`config.mk`:
```
export PLATFORM = sky130hd
export DESIGN_NAME = ssm_segment_mapper
export DESIGN_NICKNAME = d
export VERILOG_FILES = /design/src/ssm_pkg.sv /design/src/ssm_tune_tracker.sv /design/src/ssm_segment_mapper.sv
export SDC_FILE = /design/constraint.sdc
export NUM_CORES = 1
export LEC_CHECK = 0
export BUFFER_PORTS_ARGS = -buffer_cell sky130_fd_sc_hd__buf_2
export CORE_MARGIN = 2
export CORE_UTILIZATION = 50
export CTS_BUF_LIST = sky130_fd_sc_hd__clkbuf_8
export DETAILED_ROUTE_END_ITERATION = 10
export GPL_TIMING_DRIVEN = 0
export PLACE_DENSITY = 0.85
export SYNTH_ARGS = -nofsm -noshare
export SYNTH_HDL_FRONTEND = slang
export SYNTH_HIERARCHICAL = 1
export SYNTH_SLANG_ARGS = --single-unit
```
`constraint.sdc`:
```
create_clock -name clk -period 2.28 [get_ports clk]
set_input_delay 0.342 -clock clk [delete_from_list [all_inputs] [get_ports clk]]
set_output_delay 0.342 -clock clk [all_outputs]
set_load 0.05 [all_outputs]
```
`src/ssm_pkg.sv`:
```
package ssm_pkg;
   // monitor item select codes
   localparam logic [3:0] ITEM_INPUT_TERM = 4'h0;
   localparam logic [3:0] ITEM_OUTPUT_TERM = 4'h1;
   localparam logic [3:0] ITEM_OP_STATUS = 4'h2;
   localparam logic [3:0] ITEM_CMD_STATUS = 4'h3;
   localparam logic [3:0] ITEM_FUNC_STATUS = 4'h4;
   localparam logic [3:0] ITEM_PID_SP = 4'h5;
   localparam logic [3:0] ITEM_PID_PV = 4'h6;
   localparam logic [3:0] ITEM_PID_MV = 4'h7;
   localparam logic [3:0] ITEM_TUNE = 4'h8;

   // register byte offsets
   localparam logic [4:0] OFS_CTRL = 5'h00;
   localparam logic [4:0] OFS_SEG = 5'h04;
   localparam logic [4:0] OFS_IRQ_STAT = 5'h08;
   localparam logic [4:0] OFS_IRQ_MASK = 5'h0C;
   localparam logic [4:0] OFS_VALUE = 5'h10;

   // control register fields
   localparam int CTRL_ITEM_LSB = 0;
   localparam int CTRL_MSPEED_LSB = 8;
   localparam logic [3:0] ITEM_RESET = 4'h0;
   localparam logic [3:0] MSPEED_RESET = 4'h0;

   // multi-speed settings that enable timer and pulse command segments
   localparam logic [3:0] MSPEED_TIMER_A = 4'h3;
   localparam logic [3:0] MSPEED_TIMER_B = 4'h4;
   localparam logic [3:0] MSPEED_PULSE_A = 4'h5;
   localparam logic [3:0] MSPEED_PULSE_B = 4'h6;

   // segment bit positions: a..h at 0..7, a1..h1 at 8..15
   localparam int SEG_H = 7;
   localparam int SEG_A1 = 8;
   localparam int SEG_B1 = 9;
   localparam int SEG_C1 = 10;
   localparam int SEG_D1 = 11;
   localparam int SEG_E1 = 12;
   localparam int SEG_F1 = 13;

   // interrupt status bits
   localparam int IRQ_TUNE_DONE = 0;
   localparam int IRQ_TUNE_ERR = 1;
   localparam int IRQ_ABNORMAL = 2;
   localparam logic [2:0] IRQ_RESET = 3'h0;

   // tuning progress codes
   localparam logic [2:0] TUNE_IDLE_CODE = 3'h0;
   localparam logic [2:0] TUNE_LAST_STEP = 3'h5;
   localparam logic [2:0] TUNE_DONE_CODE = 3'h6;
   localparam logic [2:0] TUNE_ERR_CODE = 3'h7;

   typedef enum logic [3:0] {
      SSM_TS_IDLE = 4'b0001,
      SSM_TS_RUN = 4'b0010,
      SSM_TS_DONE = 4'b0100,
      SSM_TS_ERR = 4'b1000
   } ssm_tune_state_t;
endpackage

```
`src/ssm_tune_tracker.sv`:
```
`timescale 1ns/1ns
module ssm_tune_tracker (
   // clock and reset
   input wire logic clk,
   input wire logic reset_n,
   input wire logic ce,
   // tuning activity
   input wire logic tune_enable,
   input wire logic tune_step,
   input wire logic tune_done,
   input wire logic tune_error,
   // progress
   output logic [2:0] tune_code,
   output logic done_evt,
   output logic err_evt
);
   import ssm_pkg::*;

   typedef struct packed {
      ssm_tune_state_t st;
      logic [2:0] code;
      logic done_evt;
      logic err_evt;
   } ssm_tune_t;

   ssm_tune_t tune_reg;
   ssm_tune_t tune_next;

   always_comb begin
      tune_next = tune_reg;
      tune_next.done_evt = 1'b0;
      tune_next.err_evt = 1'b0;
      case (tune_reg.st)
         SSM_TS_IDLE: begin
            tune_next.code = TUNE_IDLE_CODE;
            if (tune_enable) begin
               tune_next.st = SSM_TS_RUN;
            end
         end
         SSM_TS_RUN: begin
            if (!tune_enable) begin
               tune_next.st = SSM_TS_IDLE;
               tune_next.code = TUNE_IDLE_CODE;
            end else if (tune_error) begin
               // error outranks completion in the same cycle
               tune_next.st = SSM_TS_ERR;
               tune_next.code = TUNE_ERR_CODE;
               tune_next.err_evt = 1'b1;
            end else if (tune_done) begin
               tune_next.st = SSM_TS_DONE;
               tune_next.code = TUNE_DONE_CODE;
               tune_next.done_evt = 1'b1;
            end else if (tune_step && tune_reg.code != TUNE_LAST_STEP) begin
               tune_next.code = tune_reg.code + 3'h1;
            end
         end
         SSM_TS_DONE, SSM_TS_ERR: begin
            // result held until tuning mode is left, then back to 0
            if (!tune_enable) begin
               tune_next.st = SSM_TS_IDLE;
               tune_next.code = TUNE_IDLE_CODE;
            end
         end
         default: begin
            tune_next.st = SSM_TS_IDLE;
            tune_next.code = TUNE_IDLE_CODE;
         end
      endcase
   end

   always_ff @(posedge clk or negedge reset_n) begin
      if (!reset_n) begin
         tune_reg <= '{st: SSM_TS_IDLE, code: TUNE_IDLE_CODE, done_evt: 1'b0,
                       err_evt: 1'b0};
      end else if (ce) begin
         tune_reg <= tune_next;
      end
   end

   assign tune_code = tune_reg.code;
   assign done_evt = tune_reg.done_evt;
   assign err_evt = tune_reg.err_evt;
endmodule

```
`src/ssm_segment_mapper.sv`:
```
// Design decisions made here: the strobed register port and the register offsets.
`timescale 1ns/1ns
// Function
// input terminal segments a1..g1 follow the seven input terminals.
// a1 and b1 follow the two open-collector outputs.
// c1 follows the logical relay state, whatever its excitation mode.
// operation status segments a..h show eight run and detection flags.
// a1, b1, c1 show PID tuning, timer run, motor constant tuning.
// d1, e1, f1 show abnormality, speed search, winding control.
// command segments show run, reverse, switches, timer and pulse commands.
// timer command segment needs multi-speed setting 3 or 4 plus command.
// pulse command segment needs multi-speed setting 5 or 6 plus command.
// function segments a..h show the first eight terminal functions.
// function segments a1..h1 show the second eight terminal functions.
// PID set point, measured and output values are separate percent items.
// tuning progress starts at 0, steps 1 to 5, returns to 0.
// tuning progress shows 6 on completion and 7 on error stop.
// segments are registered each clock with ce high from status, one cycle late; input terminal segments lag their pins three cycles.
module ssm_segment_mapper (
   // clock and reset
   input wire logic clk,
   input wire logic reset_n,
   input wire logic ce,
   // register port
   input wire logic [4:0] reg_addr,
   input wire logic [31:0] reg_wdata,
   input wire logic reg_wr,
   input wire logic reg_rd,
   output logic [31:0] reg_rdata,
   // control terminal pins
   input wire logic [6:0] input_terminal,
   // drive output states
   input wire logic [1:0] oc_output_closed,
   input wire logic relay_on,
   // operation status
   input wire logic [7:0] op_flags,
   input wire logic pid_tuning,
   input wire logic timer_running,
   input wire logic motor_tuning,
   input wire logic abnormal,
   input wire logic speed_search,
   input wire logic winding_control,
   // command status
   input wire logic run_cmd,
   input wire logic reverse_cmd,
   input wire logic [4:0] switch_cmd,
   input wire logic timer_cmd,
   input wire logic pulse_cmd,
   input wire logic op_cmd_input,
   // terminal functions
   input wire logic [15:0] func_status,
   // pid values in percent
   input wire logic [15:0] pid_set_point,
   input wire logic [15:0] pid_measured,
   input wire logic [15:0] pid_output,
   // tuning progress
   input wire logic tune_enable,
   input wire logic tune_step,
   input wire logic tune_done,
   input wire logic tune_error,
   // display
   output logic [15:0] seg_out,
   output logic [15:0] item_value,
   output logic irq
);
   import ssm_pkg::*;

   typedef struct packed {
      logic [6:0] tin_s1;
      logic [6:0] tin_s2;
      logic [3:0] item;
      logic [3:0] mspeed;
      logic [15:0] seg;
      logic [15:0] value;
      logic [2:0] ists;
      logic [2:0] imask;
      logic abn_prev;
      logic [31:0] rdata;
   } ssm_main_t;

   ssm_main_t m_reg;
   ssm_main_t m_next;
   logic [2:0] tune_code;
   logic done_evt;
   logic err_evt;
   logic [15:0] tin_seg;
   logic [15:0] out_seg;
   logic [15:0] op_seg;
   logic [15:0] cmd_seg;
   logic timer_seg_on;
   logic pulse_seg_on;

   ssm_tune_tracker u_tune (
      .clk(clk),
      .reset_n(reset_n),
      .ce(ce),
      .tune_enable(tune_enable),
      .tune_step(tune_step),
      .tune_done(tune_done),
      .tune_error(tune_error),
      .tune_code(tune_code),
      .done_evt(done_evt),
      .err_evt(err_evt)
   );

   // input terminals drive a1..g1, upper segment h1 and a..h stay dark
   genvar gi;
   generate
      for (gi = 0; gi < 16; gi++) begin : g_tin
         if (gi >= SEG_A1 && gi < SEG_A1 + 7) begin : g_on
            assign tin_seg[gi] = m_reg.tin_s2[gi - SEG_A1];
         end else begin : g_off
            assign tin_seg[gi] = 1'b0;
         end
      end
   endgenerate

   always_comb begin
      out_seg = 16'h0000;
      out_seg[SEG_A1] = oc_output_closed[0];
      out_seg[SEG_B1] = oc_output_closed[1];
      // relay_on is the logical state, excitation mode already resolved
      out_seg[SEG_C1] = relay_on;
   end

   always_comb begin
      op_seg = 16'h0000;
      op_seg[SEG_H:0] = op_flags;
      op_seg[SEG_A1] = pid_tuning;
      op_seg[SEG_B1] = timer_running;
      op_seg[SEG_C1] = motor_tuning;
      op_seg[SEG_D1] = abnormal;
      op_seg[SEG_E1] = speed_search;
      op_seg[SEG_F1] = winding_control;
   end

   always_comb begin
      timer_seg_on = timer_cmd && op_cmd_input
         && (m_reg.mspeed == MSPEED_TIMER_A
         || m_reg.mspeed == MSPEED_TIMER_B);
      pulse_seg_on = pulse_cmd && op_cmd_input
         && (m_reg.mspeed == MSPEED_PULSE_A
         || m_reg.mspeed == MSPEED_PULSE_B);
      cmd_seg = {7'h00, pulse_seg_on, timer_seg_on, switch_cmd,
                 reverse_cmd, run_cmd};
   end

   always_comb begin
      m_next = m_reg;
      // pins pass two flops before the mapper reads them
      m_next.tin_s1 = input_terminal;
      m_next.tin_s2 = m_reg.tin_s1;
      m_next.abn_prev = abnormal;

      // segments and value refresh every clock with ce high
      case (m_reg.item)
         ITEM_INPUT_TERM: begin
            m_next.seg = tin_seg;
            m_next.value = 16'h0000;
         end
         ITEM_OUTPUT_TERM: begin
            m_next.seg = out_seg;
            m_next.value = 16'h0000;
         end
         ITEM_OP_STATUS: begin
            m_next.seg = op_seg;
            m_next.value = 16'h0000;
         end
         ITEM_CMD_STATUS: begin
            m_next.seg = cmd_seg;
            m_next.value = 16'h0000;
         end
         ITEM_FUNC_STATUS: begin
            m_next.seg = func_status;
            m_next.value = 16'h0000;
         end
         ITEM_PID_SP: begin
            m_next.seg = 16'h0000;
            m_next.value = pid_set_point;
         end
         ITEM_PID_PV: begin
            m_next.seg = 16'h0000;
            m_next.value = pid_measured;
         end
         ITEM_PID_MV: begin
            m_next.seg = 16'h0000;
            m_next.value = pid_output;
         end
         ITEM_TUNE: begin
            m_next.seg = 16'h0000;
            m_next.value = {13'h0000, tune_code};
         end
         default: begin
            m_next.seg = 16'h0000;
            m_next.value = 16'h0000;
         end
      endcase

      // software writes; write-one-to-clear on status
      if (reg_wr) begin
         case (reg_addr)
            OFS_CTRL: begin
               m_next.item = reg_wdata[CTRL_ITEM_LSB +: 4];
               m_next.mspeed = reg_wdata[CTRL_MSPEED_LSB +: 4];
            end
            OFS_IRQ_STAT: begin
               m_next.ists = m_reg.ists & ~reg_wdata[2:0];
            end
            OFS_IRQ_MASK: begin
               m_next.imask = reg_wdata[2:0];
            end
            default: begin
            end
         endcase
      end
      // set after clear so a same-cycle event is never lost
      if (done_evt) begin
         m_next.ists[IRQ_TUNE_DONE] = 1'b1;
      end
      if (err_evt) begin
         m_next.ists[IRQ_TUNE_ERR] = 1'b1;
      end
      if (abnormal && !m_reg.abn_prev) begin
         m_next.ists[IRQ_ABNORMAL] = 1'b1;
      end

      // read data stands only in the cycle after the strobe
      m_next.rdata = 32'h0000_0000;
      if (reg_rd) begin
         case (reg_addr)
            OFS_CTRL: begin
               m_next.rdata = {20'h00000, m_reg.mspeed, 4'h0, m_reg.item};
            end
            OFS_SEG: begin
               m_next.rdata = {16'h0000, m_reg.seg};
            end
            OFS_IRQ_STAT: begin
               m_next.rdata = {29'h0000_0000, m_reg.ists};
            end
            OFS_IRQ_MASK: begin
               m_next.rdata = {29'h0000_0000, m_reg.imask};
            end
            OFS_VALUE: begin
               m_next.rdata = {16'h0000, m_reg.value};
            end
            default: begin
               m_next.rdata = 32'h0000_0000;
            end
         endcase
      end
   end

   always_ff @(posedge clk or negedge reset_n) begin
      if (!reset_n) begin
         m_reg <= '{tin_s1: 7'h00, tin_s2: 7'h00, item: ITEM_RESET,
                    mspeed: MSPEED_RESET, seg: 16'h0000,
                    value: 16'h0000, ists: IRQ_RESET, imask: IRQ_RESET,
                    abn_prev: 1'b0, rdata: 32'h0000_0000};
      end else if (ce) begin
         m_reg <= m_next;
      end
   end

   assign seg_out = m_reg.seg;
   assign item_value = m_reg.value;
   assign reg_rdata = m_reg.rdata;
   assign irq = |(m_reg.ists & m_reg.imask);
endmodule

```
==> results.py <==
metrics = {
    "status": {
        "outcome": "completed",
    },
    "routing": {
        "firstDrtPassIters": 5,
        "wl_mm": 14.6,
        "vias_per_cell": 5.50,
        "vias": 4710,
        "drcViolationCount": 0,
        "ant_nets": 0,
        "initialDrtViolationCount": 421,
        "wl_per_cell_um": 17.1,
    },
    "timing": {
        "finalCriticalPeriod_ns": 2.06,
        "rsz0062_at_grt": "no",
        "slew_headroom": 0.298,
        "finalSetupTns_ns": 0,
        "maxSlewViolCount": 0,
        "tightest_slew_ns": 1.04,
        "setup_viol": 0,
        "max_freq_ghz": 0.486,
        "hold_slack_ns": 0.188,
        "fin_skew_ns": 0.0120,
        "period_share": 0.903,
        "final-hold-violation-count": 0,
    },
    "global_routing": {
        "grt_start_max_net_pins": 45,
        "track_usage": 0.261,
        "grt_pass1_vias": 4739,
        "antenna_found_initial": 0,
        "gr-total-overflow": 0,
        "grt_first_pass_wirelength_mm": 22.8,
    },
    "synth": {
        "synthXorXnorAreaFrac": 0.00348,
        "async_flop_share": 1.00,
        "muxShareOfSynthArea": 0.108,
        "synth_top_family_by_area": "compound AO/OA/AOI/OAI gates",
        "syn_inst": 525,
        "ys_types": 57,
        "synth_enable_flop_cells": 0,
        "avgSynthCellArea_um2": 9.58,
        "ys_seq_area_frac": 0.428,
        "synth-adder-area-share": 0.00498,
        "synth.top_cell.area_share": 0.423,
        "synth-compound-area-share": 0.178,
        "yosysWarnings": 6,
        "synthTopCellsByArea": "dfrtp_1 (42%), buf_4 (10%), mux2_2 (6.3%)",
        "yosysTopAreaCell": "dfrtp_1",
        "syn-cell-area_um2": 5030,
        "synthFlopType": "dfrtp_1",
        "synthSimpleGateAreaFrac": 0.120,
        "ys_seq_elements": 86,
    },
    "placement": {
        "io_buffer_count": 166,
        "place.gp.congestion": 0.966,
        "dpl.hpwl_mm": 11.0,
        "placed_cells": 840,
    },
    "pwr": {
        "ir_drop_mv": 0.332,
        "power_density_nw_per_um2": 679,
        "p_leak_nw": 3.20,
        "power_mw": 4.31,
    },
    "setup_path": {
        "cp_max_fo": 10,
        "cp-end-kind": "flop",
        "crit_chain": "clkbuf_1 -> nand3b_1 -> clkbuf_1 -> nor2_1 -> a21oi_1 -> o22ai_1",
        "path_buf_inv": 2,
        "critPathKind": "flop to flop",
        "critPathMaxStageDelay_ns": 0.45,
        "critPathTopFamily": "buffers and inverters",
        "required_ns": 2.49,
        "cp.arrival_ns": 2.27,
        "worst_setup_path_start_kind": "flop",
        "crit_top_cell": "clkbuf_1",
        "crit_slowest_cell": "clkbuf_1",
    },
    "floorplan": {
        "pin_count": 209,
        "core_area_um2": 9770,
        "die_x_um": 104,
        "die_area_um2": 10900,
        "start_util": 0.515,
        "die_h_um": 104,
        "row_count": 36,
    },
    "finish": {
        "nets": 865,
        "diodes": 0,
        "largest_reg_flops": 22,
        "layout.cells.non_filler": 856,
        "syn_to_final_growth_pct": 26.3,
        "mostFrequentLayoutCell": "buf_2",
        "final_cell_mix": "buf_2 (174), dfrtp_1 (85), buf_4 (68), inv_1 (42), nor2_1 (31)",
        "register_area_um2": 2150,
        "final_layout_size_suffix_gt1_frac": 0.411,
        "multi_input_area_um2": 2160,
        "fillers": 808,
    },
    "clock_network": {
        "cts-root-buf": "clkbuf_8",
        "cts_max_level": 3,
        "clkSlewWorstSetupHoldPaths_ns": 0.09,
        "max-clock-path-buffers": 2,
        "clk_latency_ns": 0.35,
        "cts_tree": "done",
        "cts_sinks": 86,
        "post-cts-setup-buffers": 0,
        "cts_buffers": 9,
    },
    "flow_run": {
        "drv_cap": 0,
    },
    "hold_path": {
        "hold_path_class": "input port to flop",
    },
}
## tightest hold or removal path, stage by stage
cell and delay [ns]:
buf_2 0.07, nand2_1 0.03, o21ai_0 0.06
## routing by layer
metal	track usage	wire length [um]	vias up
met3	0.0508	1200	41
met1	0.321	5710	2263
met2	0.449	7270	237
met5	0	0	-
met4	0.107	422	0
li1	-	-	2169
## worst paths after layout
path                                        to   startpoint  slack [ns]  cells past startpoint
worst max-delay path            item_value[15]    m_reg[77]        0.22                      6
worst min-delay path                seg_out[6]  op_flags[6]        0.19                      3
worst max register to register  item_value[15]    m_reg[77]        0.22                      6
worst min register to register       m_reg[38]    m_reg[32]        0.46                      1
max in group asynchronous       item_value[15]      reset_n        1.13                      3
min in group asynchronous           m_next[84]      reset_n        0.53                      2
## power breakdown
group          internal [mW]  switching, mW  total (mW)
clock network          0.668          0.535        1.20
registers               1.68          0.143        1.82
logic                  0.504          0.784        1.29
total                   2.85           1.46        4.31
## layout make-up
type,count,area share
flip-flops and latches,86,0.339
multi-input cells,314,0.340
clock buffers,11,0.0238
well taps,133,0.0262
inverters,41,0.0242
repair buffers,168,0.136
clock inverters,4,0.0112
plain buffers,99,0.0999
## logic make-up after synthesis
logic type | after synthesis
buffers and inverters | 140
AOI/OAI and AO/OA | 135
and+or+nand+nor | 112
DFF | 86
muxes | 47
adders and majority gates | 2
xor gates and xnor gates | 2
other | 1
## cell usage after synthesis, types with 6 or more instances
library cell,instances
nor2b_1,6
o21a_1,7
buf_2,9
mux2_2,28
o21ai_0,20
mux2i_1,16
inv_1,41
nand3_1,6
nand2_1,29
dfrtp_1,85
nor2_1,31
clkbuf_1,19
a21oi_1,25
a22oi_1,23
buf_4,67
o22ai_1,27
## what timing repair did
action	CTS	global route
endpoints found under the hold margin	24	0
hold buffers	1	0
endpoints found under the setup margin	0	13
resized for setup	0	2
## metrics by stage
stage / cell area (um^2) / util / setup WS, ns
after floorplan: 5090 / - / 0.513
after global placement: 6080 / 0.622 / 0.0966
after detailed placement: 6110 / 0.625 / 0.0327
after CTS: 6340 / 0.648 / 0.0920
after global routing: 6350 / 0.650 / 0.119
final: 6350 / 0.650 / 0.222
No activity file was read; power rests on OpenSTA's default activity.
